File: config.mk
export PLATFORM = sky130hd
export DESIGN_NAME = mode_regs
export DESIGN_NICKNAME = d
export VERILOG_FILES = /design/src/core/mrs_pkg.sv /design/src/core/mode_regs.sv /design/src/core/zq_selftest.sv
export SDC_FILE = /design/constraint.sdc
export NUM_CORES = 1
export LEC_CHECK = 0
export BUFFER_PORTS_ARGS = -buffer_cell sky130_fd_sc_hd__buf_2
export CORE_MARGIN = 3
export CORE_UTILIZATION = 51
export DETAILED_ROUTE_END_ITERATION = 6
export PLACE_DENSITY = 0.81
export SLEW_MARGIN = 40
export SYNTH_ARGS = -nofsm -noshare
export SYNTH_HDL_FRONTEND = slang
export SYNTH_SLANG_ARGS = --single-unit
File: constraint.sdc
create_clock -name I_CLOCK -period 3.7 [get_ports I_CLOCK]
set_input_delay 1.11 -clock I_CLOCK [delete_from_list [all_inputs] [get_ports I_CLOCK]]
set_output_delay 1.11 -clock I_CLOCK [all_outputs]
set_load 0.01 [all_outputs]
File: src/core/mrs_pkg.sv
// mode register set package: addresses, field layouts, reset values,
// encodings and timing counts shared by the register bank and zq logic.
// assumes a 200 MHz command clock; nothing else is imported.
package mrs_pkg;

  // ----
  // mode register addresses
  // ----
  localparam logic [5:0] MA_DEVICE_INFO    = 6'h00;
  localparam logic [5:0] MA_FEATURE_ONE    = 6'h01;
  localparam logic [5:0] MA_SET_POINT_CTRL = 6'h0d;
  localparam logic [5:0] MA_ROW_HAMMER     = 6'h18;
  localparam logic [5:0] MA_REPAIR_RES     = 6'h19;
  localparam logic [5:0] MA_TEST_RSVD_A    = 6'h1e;
  localparam logic [5:0] MA_CAL_PATTERN_A  = 6'h20;
  localparam logic [5:0] MA_ACT_DECREMENT  = 6'h24;
  localparam logic [5:0] MA_TEST_RSVD_B    = 6'h27;
  localparam logic [5:0] MA_CAL_PATTERN_B  = 6'h28;

  // ----
  // field positions
  // ----
  localparam int unsigned INFO_REFRESH_BIT = 0;
  localparam int unsigned INFO_LATENCY_BIT = 1;
  localparam int unsigned INFO_RFM_BIT     = 2;
  localparam int unsigned INFO_ZQ_LSB      = 3;
  localparam int unsigned SP_WR_BIT        = 6;
  localparam int unsigned SP_OP_BIT        = 7;
  localparam logic [7:0]  DECREMENT_MASK   = 8'h03;

  // ----
  // reset values
  // ----
  localparam logic [7:0] RST_FEATURE_ONE = 8'h00;
  localparam logic [7:0] RST_ROW_HAMMER  = 8'h00;
  localparam logic [7:0] RST_DECREMENT   = 8'h00;
  localparam logic [7:0] RST_CAL_PATTERN = 8'h00;
  localparam logic [7:0] RST_READ_DATA   = 8'h00;
  localparam logic [7:0] UNDEFINED_READ  = 8'h00;

  // ----
  // encodings
  // ----
  localparam logic [1:0] ZQ_NOT_SUPPORTED = 2'h0;
  localparam logic [1:0] ZQ_GND_OR_FLOAT  = 2'h1;
  localparam logic [1:0] ZQ_SUPPLY_SHORT  = 2'h2;
  localparam logic [1:0] ZQ_PASSED        = 2'h3;
  localparam logic [1:0] BL_SIXTEEN       = 2'h0;
  localparam logic [1:0] BL_THIRTY_TWO    = 2'h1;
  localparam logic [1:0] BL_ON_THE_FLY    = 2'h2;

  // ----
  // timing
  // ----
  localparam int unsigned CLK_PERIOD_PS = 5000;
  localparam int unsigned ZQLAT_NS      = 30;
  localparam int unsigned ZQLAT_CYCLES  =
    (ZQLAT_NS * 1000 + CLK_PERIOD_PS - 1) / CLK_PERIOD_PS;

  // ----
  // carriers
  // ----
  typedef struct packed {
    logic       mrw;
    logic       mrr;
    logic [5:0] ma;
    logic [7:0] op;
  } mr_cmd_t;

  typedef struct packed {
    logic       rd_postamble_long;
    logic [2:0] autoprecharge_write_recovery;
    logic       rd_preamble_toggle;
    logic       wr_preamble;
    logic [1:0] burst_length;
  } feature_one_t;

endpackage : mrs_pkg

File: src/core/mode_regs.sv
// mode register bank: answers mode register write and read commands for
// the device information, feature one, set point, row hammer, repair,
// test, calibration pattern and activation decrement registers.
// assumes commands arrive decoded and on the command clock.
//
// Notes on behaviour
// - reserved bits always read back as zero.
// - reads of write-only or reserved registers give undefined data.
// - writes to read-only registers change nothing.
// - info register 00h: read-only, zq status 4:3, capabilities 2:0.
// - info bit 0: 0 both refresh modes, 1 modified mode only.
// - info bit 1: 0 normal latency, 1 byte-mode latency.
// - info bit 2: 0 targeted row refresh, 1 refresh management.
// - zq status codes: 00 none, 01 ground/float, 10 short, 11 pass.
// - zq status valid after start, latch and latch wait complete.
// - zq status is lost on reset.
// - assembly error: factory trim, later zq calibrations ignored.
// - grounded zq pin reports 01b.
// - feature register 01h field layout: bl, preambles, recovery, postamble.
// - burst length: 00 sixteen, 01 thirty-two, 10 on the fly, 11 reserved.
// - writes hit the write set point copy; operation uses the active copy.
`timescale 1ns/1ps
module mode_regs #(
  parameter bit         CAP_MODIFIED_REFRESH_ONLY = 1'b0,
  parameter bit         CAP_BYTE_MODE_LATENCY     = 1'b0,
  parameter bit         CAP_REFRESH_MANAGEMENT    = 1'b0,
  parameter bit         ZQ_SELFTEST_SUPPORTED     = 1'b1,
  parameter logic [7:0] RFM_STATUS_VALUE          = 8'h00,
  parameter logic [7:0] REPAIR_RESOURCES_VALUE    = 8'h00
) (
  // clock, reset, enable
  input  wire logic                  I_CLOCK,
  input  wire logic                  I_RST,
  input  wire logic                  I_CE,
  // mode register command
  input  wire mrs_pkg::mr_cmd_t      I_CMD,
  // zq calibration progress and pin condition
  input  wire logic                  I_ZQ_START_DONE,
  input  wire logic                  I_ZQ_LATCH_DONE,
  input  wire logic                  I_ZQ_PIN_GROUNDED,
  input  wire logic                  I_ZQ_PIN_SHORTED,
  // read answer
  output logic                       O_RD_VALID,
  output logic [7:0]                 O_RD_DATA,
  // operating configuration
  output mrs_pkg::feature_one_t      O_ACTIVE_FEATURE,
  output logic                       O_WRITE_SET_POINT,
  output logic                       O_OPERATING_SET_POINT,
  output logic [7:0]                 O_ROW_HAMMER_CTRL,
  output logic [1:0]                 O_ACT_DECREMENT,
  output logic [7:0]                 O_CAL_PATTERN_A,
  output logic [7:0]                 O_CAL_PATTERN_B,
  // zq fallback
  output logic                       O_ZQ_FACTORY_TRIM
);

  // ---------------------------------------------------------------------
  // storage
  // ---------------------------------------------------------------------
  logic [7:0]                 feature_ff [2]; // one copy per set point
  logic                       wr_sp_ff;
  logic                       op_sp_ff;
  logic [7:0]                 row_hammer_ff;
  logic [7:0]                 decrement_ff;
  logic [7:0]                 pattern_a_ff;
  logic [7:0]                 pattern_b_ff;
  logic [1:0]                 zq_field;
  logic                       zq_error;
  logic [7:0]                 nxt_rd_data;
  logic [7:0]                 device_info;
  logic                       wr_en;
  mrs_pkg::feature_one_t      nxt_active;

  // ---------------------------------------------------------------------
  // helpers
  // ---------------------------------------------------------------------

  // true when a write to this address may change stored state;
  // read-only, test and reserved addresses never match here
  function automatic logic writable(input logic [5:0] ma, input logic refresh_management);
    unique case (ma)
      mrs_pkg::MA_FEATURE_ONE,
      mrs_pkg::MA_SET_POINT_CTRL,
      mrs_pkg::MA_CAL_PATTERN_A,
      mrs_pkg::MA_ACT_DECREMENT,
      mrs_pkg::MA_CAL_PATTERN_B: writable = 1'b1;
      mrs_pkg::MA_ROW_HAMMER:    writable = !refresh_management;
      default:                   writable = 1'b0;
    endcase
  endfunction : writable

  // address match gated by a write command
  function automatic logic hit(input mrs_pkg::mr_cmd_t cmd,
                               input logic [5:0] ma);
    hit = cmd.mrw && (cmd.ma == ma);
  endfunction : hit

  // ---------------------------------------------------------------------
  // device information contents
  // ---------------------------------------------------------------------

  // upper three bits are reserved and tied low
  always_comb begin
    device_info = 8'h00;
    device_info[mrs_pkg::INFO_REFRESH_BIT] = CAP_MODIFIED_REFRESH_ONLY;
    device_info[mrs_pkg::INFO_LATENCY_BIT] = CAP_BYTE_MODE_LATENCY;
    device_info[mrs_pkg::INFO_RFM_BIT]     = CAP_REFRESH_MANAGEMENT;
    device_info[mrs_pkg::INFO_ZQ_LSB +: 2] = zq_field;
  end

  // one common write qualifier so read-only targets drop out early
  assign wr_en = I_CE && I_CMD.mrw && writable(I_CMD.ma, CAP_REFRESH_MANAGEMENT);

  // ---------------------------------------------------------------------
  // zq self-test
  // ---------------------------------------------------------------------
  zq_selftest #(
    .SUPPORTED      (ZQ_SELFTEST_SUPPORTED)
  ) u_zq (
    .clk            (I_CLOCK),
    .rst            (I_RST),
    .ce             (I_CE),
    .start_done     (I_ZQ_START_DONE),
    .latch_done     (I_ZQ_LATCH_DONE),
    .pin_grounded   (I_ZQ_PIN_GROUNDED),
    .pin_shorted    (I_ZQ_PIN_SHORTED),
    .zq_field       (zq_field),
    .assembly_error (zq_error)
  );

  // ---------------------------------------------------------------------
  // set point control
  // ---------------------------------------------------------------------

  // only the two set point bits are kept; the rest of this register
  // belongs to other logic and is not stored here
  always_ff @(posedge I_CLOCK or posedge I_RST) begin
    if (I_RST) begin
      wr_sp_ff <= 1'b0;
      op_sp_ff <= 1'b0;
    end else if (wr_en && hit(I_CMD, mrs_pkg::MA_SET_POINT_CTRL)) begin
      wr_sp_ff <= I_CMD.op[mrs_pkg::SP_WR_BIT];
      op_sp_ff <= I_CMD.op[mrs_pkg::SP_OP_BIT];
    end
  end

  // ---------------------------------------------------------------------
  // feature one, duplicated per set point
  // ---------------------------------------------------------------------

  // a write lands only in the copy picked by the write set point; the
  // inactive copy may be preloaded before a frequency switch
  always_ff @(posedge I_CLOCK or posedge I_RST) begin
    if (I_RST) begin
      feature_ff[0] <= mrs_pkg::RST_FEATURE_ONE;
      feature_ff[1] <= mrs_pkg::RST_FEATURE_ONE;
    end else if (wr_en && hit(I_CMD, mrs_pkg::MA_FEATURE_ONE)) begin
      feature_ff[wr_sp_ff] <= I_CMD.op;
    end
  end

  // operation follows the active copy only; layout is fixed by the
  // packed carrier, so bits map straight across
  assign nxt_active = mrs_pkg::feature_one_t'(feature_ff[op_sp_ff]);

  // ---------------------------------------------------------------------
  // row hammer control
  // ---------------------------------------------------------------------

  // stored only while the part runs targeted row refresh
  always_ff @(posedge I_CLOCK or posedge I_RST) begin
    if (I_RST) begin
      row_hammer_ff <= mrs_pkg::RST_ROW_HAMMER;
    end else if (wr_en && hit(I_CMD, mrs_pkg::MA_ROW_HAMMER)) begin
      row_hammer_ff <= I_CMD.op;
    end
  end

  // ---------------------------------------------------------------------
  // activation decrement
  // ---------------------------------------------------------------------

  // reserved upper bits are never stored, so they cannot read back
  // non-zero even if a controller breaks the zero-fill convention
  always_ff @(posedge I_CLOCK or posedge I_RST) begin
    if (I_RST) begin
      decrement_ff <= mrs_pkg::RST_DECREMENT;
    end else if (wr_en && hit(I_CMD, mrs_pkg::MA_ACT_DECREMENT)) begin
      decrement_ff <= I_CMD.op & mrs_pkg::DECREMENT_MASK;
    end
  end

  // ---------------------------------------------------------------------
  // calibration patterns
  // ---------------------------------------------------------------------

  // write-only pattern bytes handed to the training logic
  always_ff @(posedge I_CLOCK or posedge I_RST) begin
    if (I_RST) begin
      pattern_a_ff <= mrs_pkg::RST_CAL_PATTERN;
      pattern_b_ff <= mrs_pkg::RST_CAL_PATTERN;
    end else if (wr_en) begin
      if (hit(I_CMD, mrs_pkg::MA_CAL_PATTERN_A)) begin
        pattern_a_ff <= I_CMD.op;
      end
      if (hit(I_CMD, mrs_pkg::MA_CAL_PATTERN_B)) begin
        pattern_b_ff <= I_CMD.op;
      end
    end
  end

  // ---------------------------------------------------------------------
  // read path
  // ---------------------------------------------------------------------

  // write-only and reserved addresses answer a fixed filler; callers
  // must not depend on it, the zero keeps the answer deterministic
  always_comb begin
    nxt_rd_data = mrs_pkg::UNDEFINED_READ;
    unique case (I_CMD.ma)
      mrs_pkg::MA_DEVICE_INFO: begin
        nxt_rd_data = device_info;
      end
      mrs_pkg::MA_ROW_HAMMER: begin
        // with refresh management the status view is read-only and fixed by RFM_STATUS_VALUE; otherwise the stored control reads back
        nxt_rd_data = CAP_REFRESH_MANAGEMENT ? RFM_STATUS_VALUE : row_hammer_ff;
      end
      mrs_pkg::MA_REPAIR_RES: begin
        nxt_rd_data = REPAIR_RESOURCES_VALUE;
      end
      mrs_pkg::MA_ACT_DECREMENT: begin
        nxt_rd_data = decrement_ff & mrs_pkg::DECREMENT_MASK;
      end
      default: begin
        nxt_rd_data = mrs_pkg::UNDEFINED_READ;
      end
    endcase
  end

  // answer one cycle after the read command; a write and a read in the
  // same cycle is not expected, the read then sees the old contents
  always_ff @(posedge I_CLOCK or posedge I_RST) begin
    if (I_RST) begin
      O_RD_VALID <= 1'b0;
      O_RD_DATA  <= mrs_pkg::RST_READ_DATA;
    end else if (I_CE) begin
      O_RD_VALID <= I_CMD.mrr;
      if (I_CMD.mrr) begin
        O_RD_DATA <= nxt_rd_data;
      end
    end
  end

  // ---------------------------------------------------------------------
  // registered outputs
  // ---------------------------------------------------------------------

  // outputs trail the stored state by one cycle so every port comes
  // straight from a flop; a set point switch takes effect one cycle late
  always_ff @(posedge I_CLOCK or posedge I_RST) begin
    if (I_RST) begin
      O_ACTIVE_FEATURE      <= mrs_pkg::feature_one_t'(mrs_pkg::RST_FEATURE_ONE);
      O_WRITE_SET_POINT     <= 1'b0;
      O_OPERATING_SET_POINT <= 1'b0;
      O_ROW_HAMMER_CTRL     <= mrs_pkg::RST_ROW_HAMMER;
      O_ACT_DECREMENT       <= 2'h0;
      O_CAL_PATTERN_A       <= mrs_pkg::RST_CAL_PATTERN;
      O_CAL_PATTERN_B       <= mrs_pkg::RST_CAL_PATTERN;
      O_ZQ_FACTORY_TRIM     <= 1'b0;
    end else if (I_CE) begin
      O_ACTIVE_FEATURE      <= nxt_active;
      O_WRITE_SET_POINT     <= wr_sp_ff;
      O_OPERATING_SET_POINT <= op_sp_ff;
      O_ROW_HAMMER_CTRL     <= CAP_REFRESH_MANAGEMENT ? 8'h00 : row_hammer_ff;
      O_ACT_DECREMENT       <= decrement_ff[1:0];
      O_CAL_PATTERN_A       <= pattern_a_ff;
      O_CAL_PATTERN_B       <= pattern_b_ff;
      O_ZQ_FACTORY_TRIM     <= zq_error;
    end
  end

endmodule : mode_regs

File: src/core/zq_selftest.sv
// zq pin self-test tracker: builds the two-bit status from a start /
// latch calibration sequence and the sampled pin condition.
// assumes calibration done pulses come from logic on the same clock.
`timescale 1ns/1ps
module zq_selftest #(
  parameter bit SUPPORTED = 1'b1
) (
  // clock, reset, enable
  input  wire logic       clk,
  input  wire logic       rst,
  input  wire logic       ce,
  // calibration progress pulses
  input  wire logic       start_done,
  input  wire logic       latch_done,
  // pin condition, asynchronous
  input  wire logic       pin_grounded,
  input  wire logic       pin_shorted,
  // result
  output logic      [1:0] zq_field,
  output logic            assembly_error
);

  logic [1:0] gnd_sync_ff;
  logic [1:0] vdd_sync_ff;
  logic       started_ff;
  logic [7:0] wait_ff;
  logic       waiting_ff;

  // two-stage synchronisers; logic reads only the second stage
  always_ff @(posedge clk or posedge rst) begin
    if (rst) begin
      gnd_sync_ff <= 2'h0;
      vdd_sync_ff <= 2'h0;
    end else if (ce) begin
      gnd_sync_ff <= {gnd_sync_ff[0], pin_grounded};
      vdd_sync_ff <= {vdd_sync_ff[0], pin_shorted};
    end
  end

  // sequence: start, then latch, then the latch wait runs out
  // once an assembly error is seen every further command is ignored
  always_ff @(posedge clk or posedge rst) begin
    if (rst) begin // result discarded on reset
      started_ff     <= 1'b0;
      waiting_ff     <= 1'b0;
      wait_ff        <= 8'h00;
      zq_field       <= mrs_pkg::ZQ_NOT_SUPPORTED;
      assembly_error <= 1'b0;
    end else if (ce && SUPPORTED && !assembly_error) begin
      if (start_done) begin
        started_ff <= 1'b1;
      end
      if (latch_done && started_ff) begin
        waiting_ff <= 1'b1;
        wait_ff    <= 8'(mrs_pkg::ZQLAT_CYCLES - 1);
      end else if (waiting_ff) begin
        if (wait_ff == 8'h00) begin // latch wait elapsed
          waiting_ff <= 1'b0;
          started_ff <= 1'b0;
          if (gnd_sync_ff[1]) begin // grounded pin reports 01b
            zq_field       <= mrs_pkg::ZQ_GND_OR_FLOAT;
            assembly_error <= 1'b1;
          end else if (vdd_sync_ff[1]) begin
            zq_field       <= mrs_pkg::ZQ_SUPPLY_SHORT;
            assembly_error <= 1'b1;
          end else begin
            zq_field <= mrs_pkg::ZQ_PASSED;
          end
        end else begin
          wait_ff <= wait_ff - 8'h01;
        end
      end
    end
  end

endmodule : zq_selftest

# [Yosys cells after proc, flatten, opt, wreduce, memory -nomap -nowiden]
# Cells that the tools add are included.
[totals] wordCells=92 reg_bits=107 in_bits=23 out_inout_bits=46
[op_classes] n_reduce_logical=27 n_lt_le_gt_ge=3 add_sub_neg=1 bitwise_logic=3 eq_ne=7 n_mux=22
[ops] op="$mux 8" count=7
[ops] op="$pmux 8 s3" count=1
[ops] op="$eq 6x6->1 const B" count=3
[ops] op="$bwmux 16" count=1
[ops] op="$logic_and 1x1->1" count=15
[ops] op="$mux 1" count=11
[ops] op="$demux 8 s1" count=1
[ops] op="$logic_not 8->1" count=1
[ops] op="$sub 8x1->8 const B" count=1
[ops] op="$eq 6x1->1 const B" count=1
[ops] op="$eq 6x4->1 const B" count=1
[ops] op="$eq 6x5->1 const B" count=1
[ops] op="$logic_not 6->1" count=1
[ops] op="$reduce_and 2->1" count=3
[ops] op="$reduce_or 6->1" count=1
[ops] op="$reduce_and 5->1" count=1
[ops] op="$ge 2x2->1 const B" count=2
[ops] op="$not 1->2" count=2
[ops] op="$reduce_and 4->1" count=1
[ops] op="$reduce_bool 2->1" count=2
[ops] op="$reduce_and 3->1" count=1
[ops] op="$lt 2x1->1 const B" count=1
[ops] op="$mux 2" count=1
[ops] op="$ne 2x1->1 const B" count=1
[ops] op="other kinds (2)" count=2

# [Logic depth before layout (Yosys ltp)]
# Gate-level depths: netlist (run 1).
[logic_depth] depth_word=6 mapped_depth=6 ltp_nobuf=6

# [Hierarchy]
# From an unflattened synthesis (run 1), not the netlist that was laid out.
[hier_totals] cells_unflattened=327 area_unflattened_um2=4506.8
[by_module_without_submodules] mod="mode_regs" cells_per_inst=247 seq_area_each_um2=2252.2 n_inst=1 area_each_um2=3601.0
[by_module_without_submodules] mod="zq_selftest" cells_per_inst=80 seq_area_each_um2=425.4 n_inst=1 area_each_um2=905.9

# [Worst setup path after synthesis (run 1)]
# Ideal clock, no wire load.
[synth_timing] kind="input to register" start="input port I_CMD[9] (netlist name)" end="register decrement_ff[0]" setup_time_ps=125 required_ps=3575 arrival_time_ps=2452 path_slack_ps=1123 n_path_buf=0 stages=4 path_cell_list="or4b_4 > nor3b_2 > nor3b_2 > mux2_2"
[synth_between] elab_chain_cells=5 word_cells_on_any_way=11
[synth_lines] item="from (decl)" line="mode_regs.sv:36" source="input wire mrs_pkg::mr_cmd_t I_CMD,"
[synth_lines] item="$eq 6x4->1 (tied with other cells)" line="mode_regs.sv:81" source="unique case (ma)"
[synth_lines] item="$reduce_or 6->1 (no line)"
[synth_lines] item="$mux 1" line="mode_regs.sv:81"
[synth_lines] item="$logic_and 1x1->1" line="mode_regs.sv:112" source="assign wr_en = I_CE && I_CMD.mrw && writable(I_CMD.ma, CAP_REFRESH_MANAGEMENT);"
[synth_lines] item="$logic_and 1x1->1 *" line="mode_regs.sv:188" source="end else if (wr_en && hit(I_CMD, mrs_pkg::MA_ACT_DECREMENT)) begin"
[synth_lines] item="to (signal assigned)" line="mode_regs.sv:187" source="decrement_ff <= mrs_pkg::RST_DECREMENT;"
[synth_lines] item="to (signal assigned)" line="mode_regs.sv:189" source="decrement_ff <= I_CMD.op & mrs_pkg::DECREMENT_MASK;"
[synth_lines] item="to (decl)" line="mode_regs.sv:64" source="logic [7:0] decrement_ff;"
# Every way passes the cells marked *; elsewhere a longest branch is shown, timed or not.
# A chain may end at the register's enable or synchronous reset.

# [Worst setup path in the final report (run 1)]
[layout_timing] start="input port I_CE" end="register O_RD_DATA[3]"
[layout_between] elab_chain_cells=1
[layout_lines] item="from (decl)" line="mode_regs.sv:34" source="input wire logic I_CE,"
[layout_lines] item="$reduce_and 2->1 (no line)"
[layout_lines] item="to (signal assigned)" line="mode_regs.sv:245" source="O_RD_DATA <= mrs_pkg::RST_READ_DATA;"
[layout_lines] item="to (signal assigned)" line="mode_regs.sv:249" source="O_RD_DATA <= nxt_rd_data;"
[layout_lines] item="to (decl)" line="mode_regs.sv:44" source="output logic [7:0] O_RD_DATA,"
# Every way passes these cells.

==> results of run 1 <==
-- cells in the final DEF, fill, tap and decap left out, types with 3 or more instances in the layout --
master | Yosys | routed
nor2_1 | 17 | 17
nand4_1 | 4 | 4
clkinvlp_4 | 0 | 3
dfrtp_1 | 107 | 107
xnor2_1 | 5 | 5
nand2_1 | 21 | 21
clkbuf_8 | 0 | 10
o21ai_0 | 10 | 10
mux2_2 | 77 | 77
a22oi_1 | 3 | 3
nand3_1 | 4 | 4
buf_2 | 1 | 68
buf_4 | 0 | 4
mux2i_1 | 9 | 9
nand2b_1 | 4 | 4
a21oi_1 | 10 | 10
a211oi_1 | 4 | 4
inv_1 | 6 | 5
-- flip-flops by register name, indices dropped and copies added (netlist names), 8 cells and up --
| register | flops |
|---|---|
| O_ROW_HAMMER_CTRL | 8 |
| O_ACTIVE_FEATURE | 8 |
| pattern_a_ff | 8 |
| O_CAL_PATTERN_B | 8 |
| O_RD_DATA | 8 |
| row_hammer_ff | 8 |
| feature_ff | 16 |
| pattern_b_ff | 8 |
| O_CAL_PATTERN_A | 8 |
| u_zq.wait_ff | 8 |
-- cell type report --
class / instances / area, um^2 / area share
clock inverters: 6 / 73.8 / 0.0145
flip-flops and latches: 107 / 2680 / 0.527
repair buffers: 73 / 390 / 0.0768
clock buffers: 10 / 138 / 0.0271
multi-input cells: 197 / 1650 / 0.324
well taps: 105 / 131 / 0.0258
inverters: 6 / 26.3 / 0.00517
-- cell families (layout without fill, tap and decap cells) --
kind of cell,after synthesis,in the layout,synth area share
buf+inv,15,95,0.0131
mux,86,86,0.218
fa+ha+maj,2,2,0.00571
xor+xnor,5,5,0.00999
compound gates,33,33,0.0471
simple gates,71,71,0.0948
flops,107,107,0.611
-- where the power goes --
group          internal (W)  switching, W  total [W]
clock network      0.000338      0.000396   0.000734
logic              0.000199      0.000231   0.000429
registers           0.00129     0.0000989    0.00139
total               0.00183      0.000726    0.00256
-- stage by stage --
step | instances | hold WS [ns]
2_1_floorplan | 319 | 0.450
3_3_place_gp | 488 | 0.470
3_5_place_dp | 488 | 0.476
4_1_cts | 504 | 0.498
5_1_grt | 504 | 0.519
6_report | 504 | 0.497
-- cells in the mapped netlist (2+ instances only) --
master	number	share of area
nor2b_1	2	0.0029
xnor2_1	5	0.010
or4b_1	2	0.0046
and3b_1	2	0.0040
a211oi_1	4	0.0069
dfrtp_1	107	0.61
a22oi_1	3	0.0051
nor2_1	17	0.015
nand3_1	4	0.0046
nand4_1	4	0.0057
mux2_2	77	0.20
nor3b_2	2	0.0057
inv_1	6	0.0051
mux2i_1	9	0.021
o21ai_0	10	0.011
nand2_1	21	0.018
ha_1	2	0.0057
a21oi_1	10	0.011
nand2b_1	4	0.0057
clkbuf_1	8	0.0069
-- path summary, 6_finish.rpt --
check | from | to | slack (ns) | cells past startpoint
worst max-delay path | I_CE | O_RD_DATA[3] | 1.13 | 8
worst min-delay path | O_RD_DATA[5] | O_RD_DATA[5] | 0.50 | 2
worst max register to register | u_zq.wait_ff[0] | u_zq.wait_ff[2] | 1.48 | 6
worst min register to register | O_RD_DATA[5] | O_RD_DATA[5] | 0.50 | 2
max in group asynchronous | I_RST | O_ACTIVE_FEATURE[4] | 2.14 | 3
min in group asynchronous | I_RST | u_zq.gnd_sync_ff[1] | 0.78 | 2
-- worst max-delay path, stage by stage --
cell and delay (ns):
buf_2 0.09, buf_4 0.27, buf_4 0.44, nand2_1 0.12, buf_4 0.21, nor4bb_1 0.43
nand2_1 0.10, nand3_1 0.09
-- per-layer routing --
metal  vias to the layer above  part of all wire  track usage
met4                         0             0.011       0.0494
met1                      1421              0.42        0.255
met2                        83              0.51        0.315
met3                        11             0.062       0.0545
li1                       1293                 -            -
met5                         -                 0            0
==> results.yml, run 1 <==
synth:
  synthArstFlopShare: 1.00
  ys_types: 40
  syn_avg_cell_area_um2: 13.7
  synthesis.area_mm2: 0.00438
  synthFlopType: "dfrtp_1"
  yosys_warnings: 0
  ys_seq_area_frac: 0.611
  yosys_register_bits: 107
  syn-num-nets: 344
  synth-edff-count: 0
  syn_inst: 319
sta:
  max_slew_margin: 0.479
  tightestPinTransition_ns: 0.775
  hold_violations: 0
  final.setup.tns_ns: 0
  fin_crit_sh: 0.695
  rsz0062_at_grt: "no"
  fmax_mhz: 389
  skew_ns: 0.0103
  setup_viol: 0
  layout_setup_ws_ns: 1.13
  drv_slew: 0
  post-route-min-period_ns: 2.57
grt:
  grt_pass1_wl_um: 14700
  grt.overflow.total: 0
  grt_max_degree: 84
  grt_use_total: 0.192
  antenna_found_initial: 0
  grt_pass1_vias: 2904
power_and_ir_drop:
  irDropWorstVdd_uv: 275
  p_leak_nw: 2.55
  powerDensity_mw_per_mm2: 503
  power_w: 0.00256
floorplanning:
  core_mm2: 0.00830
  fp.dieW_um: 98.7
  initial_core_util: 0.528
  die_area_mm2: 0.00974
  io_pins: 69
  num_rows: 33
  die_h_um: 98.7
layout:
  final_cell_area_mm2: 0.00508
  drive_above_1_share: 0.441
  n_antenna_cell: 0
  nets: 419
  nFillCells: 654
  area_delta_synth_final_pct: 16.0
  post-route-util: 0.613
flow_run:
  drv_cap: 0
critical_path:
  critPathMaxFanout: 34
  worstPathRequired_ns: 4.01
  critical_path.endpoint_type: "flip-flop"
  arrival_ns: 2.88
  worst-setup-path-type: "in -> reg"
  startpoint_type: "input pin"
drt:
  routedWlPerCell_um: 17.5
  wl_um: 8830
  routed_via_density: 5.57
  num_vias: 2808
  drt-initial-drc-count: 135
  final_antenna_net_count: 0
  remaining_drc_errors: 0
  firstDrtPassIters: 4
placement:
  port_buffers: 68
  place.gp.congestion: 0.794
  place_ws_ns: 0.739
  dpl_cell_area_mm2: 0.00487
  dp_hpwl_um: 6190
clock_network:
  cts_resized: 0
  postCtsSetupRepairBufs: 0
  cts.sinks: 107
  worst_skew_pair.late_latency_ns: 0.37
  clockBufferDepth: 2
  cts_hold_buf: 0
  numCtsBuffers: 9
  htree_levels: 3
  tritoncts: "done"
  clkTransAtPathRegs_ns: 0.09
  cts-root-buf: "clkbuf_8"
run_status:
  status: "finished, final reports clean"
worst_hold_path:
  hold_class: "reg -> reg"
Power figures use the tool's default switching activity.
==> run 2, diff against run 1 <==
==> constraint.sdc (replaced) <==
create_clock -name I_CLOCK -period 2.3 [get_ports I_CLOCK]
set_input_delay 0.69 -clock I_CLOCK [delete_from_list [all_inputs] [get_ports I_CLOCK]]
set_output_delay 0.69 -clock I_CLOCK [all_outputs]
set_load 0.01 [all_outputs]
==> run 2 against run 1 <==
  * Sequential power rose by 61%
  * Sequential share of layout area decreased by 1.2 points
  * Non-clock buffer count increased by 14
  * Worst setup slack got worse by 0.75 ns
  * Power rose by 62%
  * Combinational power is 71% higher
  * Highest routed layer unchanged
==> results.yml, run 2 (synthesized netlist as in run 1, its figures left out) <==
floorplanning:
  die_h_um: 98.7
  fp.dieW_um: 98.7
  die_area_mm2: 0.00974
  io_pins: 69
  core_mm2: 0.00830
  num_rows: 33
  initial_core_util: 0.528
critical_path:
  worst-setup-path-type: "in -> reg"
  r2r_setup_slack_ns: 0.50
  worstPathRequired_ns: 2.56
  slowest_stage: "or4b_4"
  crit_path_frequent_cell: "nor3b_2"
  crit_chain: "buf_2, or4b_4, nor3b_2, nor3b_2, mux2_2"
  arrival_ns: 2.18
  critical_path_buf_inv_count: 1
  critical_path.endpoint_type: "flip-flop"
  startpoint_type: "input pin"
  worstReg2RegStart: "u_zq.wait_ff[0]"
  crit_path_start: "I_CMD[9]"
  slowest_delay_ns: 0.57
  path_delay_family: "simple AND/OR/NAND/NOR gates"
  critPathMaxFanout: 3
placement:
  dp_hpwl_um: 6380
  place.gp.congestion: 0.808
  port_buffers: 68
  dpl_cell_area_mm2: 0.00500
layout:
  area_delta_synth_final_pct: 18.7
  nFillCells: 634
  regArea_mm2: 0.00268
  n_antenna_cell: 0
  nets: 433
  final_cell_mix: "dfrtp_1 (107), mux2_2 (77), buf_2 (68)"
  multi_input_area_mm2: 0.00165
  post-route-util: 0.627
  largest_register_ffs: 16
  drive_above_1_share: 0.459
  final_cell_area_mm2: 0.00520
  final_common_cell: "dfrtp_1"
  top_register: "feature_ff"
sta:
  hold_violations: 0
  max_slew_margin: 0.650
  tightestPinTransition_ns: 0.518
  fin_crit_sh: 0.835
  setup_viol: 0
  rsz0062_at_grt: "no"
  post-route-min-period_ns: 1.92
  drv_slew: 0
  skew_ns: 0.00653
  fmax_mhz: 521
worst_hold_path:
  hold_class: "in -> async"
grt:
  grt_use_total: 0.195
  grt.overflow.total: 0
  grt_pass1_wl_um: 14900
  grt_pass1_vias: 2979
  grt_max_degree: 59
  antenna_found_initial: 0
drt:
  firstDrtPassIters: 4
  routed_via_density: 5.45
  final_antenna_net_count: 0
  num_vias: 2816
  remaining_drc_errors: 0
  drt-initial-drc-count: 87
  routedWlPerCell_um: 17.1
  wl_um: 8820
clock_network:
  tritoncts: "done"
  htree_levels: 3
  cts_resized: 0
  numCtsBuffers: 9
  worst_skew_pair.late_latency_ns: 0.37
  clkTransAtPathRegs_ns: 0.10
  cts.sinks: 107
  postCtsSetupRepairBufs: 0
  clockBufferDepth: 2
  cts_hold_buf: 0
  cts-root-buf: "clkbuf_8"
power_and_ir_drop:
  p_leak_nw: 2.63
  powerDensity_mw_per_mm2: 796
  irDropWorstVdd_uv: 430
flow_run:
  drv_cap: 0
run_status:
  status: "finished, final reports clean"
[run 2: per-layer routing]
| metal | up-vias | track usage | wire [um] |
|---|---|---|---|
| met4 | 0 | 0.0473 | 87 |
| met1 | 1432 | 0.253 | 3790 |
| li1 | 1313 | - | - |
| met3 | 10 | 0.0566 | 444 |
| met2 | 61 | 0.326 | 4500 |
| met5 | - | 0 | 0 |
[run 2: power by group]
group          switching (W)  internal [W]  total [W]
clock               0.000651      0.000515    0.00117
combinational       0.000372      0.000363   0.000735
sequential          0.000159       0.00208    0.00224
total                0.00118       0.00296    0.00414
[run 2: metrics by stage]
stage | total power [W] | setup WS [ns] | cells | hold slack [ns] | TNS [ns]
6_report | 0.00414 | 0.380 | 517 | 0.209 | 0
5_1_grt | 0.00437 | 0.321 | 517 | 0.213 | 0
4_1_cts | 0.00419 | 0.391 | 517 | 0.196 | 0
3_5_place_dp | 0.00302 | -0.0119 | 502 | 0.467 | -0.0220
3_3_place_gp | 0.00298 | 0.0322 | 502 | 0.462 | 0
2_1_floorplan | 0.00272 | 0.143 | 319 | 0.450 | 0
[run 2: cell type report]
type,instances,share of cell area
Clock buffer,9,0.0238
Clock inverter,6,0.0144
Inverter,6,0.00505
Multi-Input combinational cell,197,0.317
Sequential cell,107,0.515
Tap cell,105,0.0253
Timing Repair Buffer,87,0.100
[run 2: path summary, 6_finish.rpt]
kind / endpoint / depth (start not counted)
worst max-delay path: decrement_ff[0] / 5
min in group I_CLOCK: O_RD_DATA[2] / 2
worst min-delay path: O_RD_DATA[6] / 2
max in group asynchronous: O_CAL_PATTERN_A[2] / 3
worst min register to register: O_RD_DATA[2] / 2
worst max register to register: u_zq.wait_ff[4] / 6
==> run 3, diff against run 2 <==
--- a/config.mk
+++ b/config.mk
@@ -7,9 +7,9 @@
 export LEC_CHECK = 0
 export BUFFER_PORTS_ARGS = -buffer_cell sky130_fd_sc_hd__buf_2
 export CORE_MARGIN = 3
-export CORE_UTILIZATION = 51
+export CORE_UTILIZATION = 55
 export DETAILED_ROUTE_END_ITERATION = 6
-export PLACE_DENSITY = 0.81
+export PLACE_DENSITY = 0.83
 export SLEW_MARGIN = 40
 export SYNTH_ARGS = -nofsm -noshare
 export SYNTH_HDL_FRONTEND = slang
==> constraint.sdc (replaced) <==
create_clock -name I_CLOCK -period 1.96 [get_ports I_CLOCK]
set_input_delay 0.588 -clock I_CLOCK [delete_from_list [all_inputs] [get_ports I_CLOCK]]
set_output_delay 0.588 -clock I_CLOCK [all_outputs]
set_load 0.01 [all_outputs]
==> run 3 against run 2 <==
  * Sequential cell count did not move
  * Register-to-register slack lost 0.39 ns
  * Global-route usage up 1.8 points
  * Core utilization increased by 7.8 points
  * Power up 18%
==> results.yml, run 3 (synthesized netlist as in run 1, its figures left out) <==
sta:
  tightestPinTransition_ns: 0.540
  rsz0062_at_grt: "no"
  drv_slew: 0
  layout_setup_ws_ns: 0.109
  setup_viol: 0
  hold_violations: 0
  skew_ns: 0.0139
  max_slew_margin: 0.640
  post-route-min-period_ns: 1.85
  fmax_mhz: 540
  fin_crit_sh: 0.944
layout:
  nets: 442
  nFillCells: 530
  final_common_cell: "dfrtp_1"
  n_antenna_cell: 0
  final_cell_area_mm2: 0.00528
  top_register: "feature_ff"
  drive_above_1_share: 0.472
  final_cells: 521
  post-route-util: 0.705
  largest_register_ffs: 16
  final_cell_mix: "dfrtp_1 (107), mux2_2 (77), buf_2 (68)"
  area_delta_synth_final_pct: 20.4
power_and_ir_drop:
  powerDensity_mw_per_mm2: 927
  p_leak_nw: 2.67
  irDropWorstVdd_uv: 707
clock_network:
  tritoncts: "done"
  cts.sinks: 107
  numCtsBuffers: 9
  clkTransAtPathRegs_ns: 0.11
  htree_levels: 3
  worst_skew_pair.late_latency_ns: 0.37
  cts_resized: 0
  clockBufferDepth: 2
  postCtsSetupRepairBufs: 0
  cts-root-buf: "clkbuf_8"
  cts_hold_buf: 0
critical_path:
  arrival_ns: 2.10
  worst-setup-path-type: "reg -> reg"
  worstPathRequired_ns: 2.21
  crit_path_start: "u_zq.wait_ff[0]"
  critPathMaxFanout: 5
  r2r_end: "u_zq.wait_ff[4]"
  critical_path.endpoint_type: "flip-flop"
  reg2reg_depth: 6
  worstReg2RegStart: "u_zq.wait_ff[0]"
  startpoint_type: "flip-flop"
  r2r_setup_slack_ns: 0.11
flow_run:
  drv_cap: 0
placement:
  dpl_cell_area_mm2: 0.00506
  dp_cells: 505
  place_ws_ns: -0.216
  port_buffers: 68
  place.gp.congestion: 0.892
  dp_hpwl_um: 6210
drt:
  routed_via_density: 5.47
  num_vias: 2848
  firstDrtPassIters: 4
  remaining_drc_errors: 0
  drt-initial-drc-count: 99
  final_antenna_net_count: 0
  routedWlPerCell_um: 16.8
  wl_um: 8740
grt:
  grt.overflow.total: 0
  grt_use_total: 0.213
  antenna_found_initial: 0
  grt_pass1_vias: 2907
  grt_pass1_wl_um: 14700
  grt_max_degree: 108
worst_hold_path:
  hold_class: "in -> async"
floorplanning:
  die_area_mm2: 0.00908
  fp.dieW_um: 95.3
  initial_core_util: 0.585
  num_rows: 31
  die_h_um: 95.3
  core_mm2: 0.00749
  io_pins: 69
run_status:
  status: "finished, final reports clean"
[run 3: cell types whose count changed in the layout (fill, tap and decap cells not counted)]
| cell | change |
|---|---|
| inv_6 | +2 |
| clkinv_4 | -2 |
| buf_4 | +9 |
| clkinv_8 | +2 |
| clkinv_2 | -1 |
| bufinv_16 | -1 |
| inv_12 | +1 |
[run 3: final cells by class]
cell class	instances	area [um^2]	share of cell area
Inverter	6	26.3	0.00498
Timing Repair Buffer	96	588	0.111
Clock inverter	7	88.8	0.0168
Multi-Input combinational cell	197	1650	0.312
Sequential cell	107	2680	0.507
Tap cell	99	124	0.0235
Clock buffer	9	124	0.0235
[run 3: through the flow]
stage | TNS [ns] | power [W] | hold slack [ns]
floorplan | -0.148 | 0.00319 | 0.450
global placement | -2.88 | 0.00352 | 0.459
detailed placement | -3.64 | 0.00357 | 0.470
CTS | 0 | 0.00495 | 0.381
global route | 0 | 0.00517 | 0.394
finish | 0 | 0.00489 | 0.367
[run 3: worst max-delay path by stage]
stage / to / slack, ns
after detailed placement: decrement_ff[1] / -0.22
after global placement: decrement_ff[0] / -0.17
final: u_zq.wait_ff[4] / 0.11
after global routing: u_zq.wait_ff[4] / 0.02
after CTS: u_zq.wait_ff[4] / 0.12
after floorplan: decrement_ff[0] / -0.07
[run 3: report_power, final]
group	leakage, nW	switching (W)	internal [W]
combinational	1.14	0.000438	0.000452
clock	0.107	0.000843	0.000527
sequential	1.43	0.000189	0.00244
[run 3: worst max-delay path: stages (launching register included)]
cell and delay (ns):
dfrtp_1 0.43, inv_1 0.12, ha_1 0.23, or3b_2 0.45, a211oi_1 0.27, xnor2_1 0.17, nor2_1 0.05
[run 3: layer usage]
metal	up-vias	track usage	wire [um]
met1	1444	0.284	3910
met2	60	0.353	4370
li1	1338	-	-
met5	-	0	0
met4	0	0.0433	58
met3	6	0.0560	403
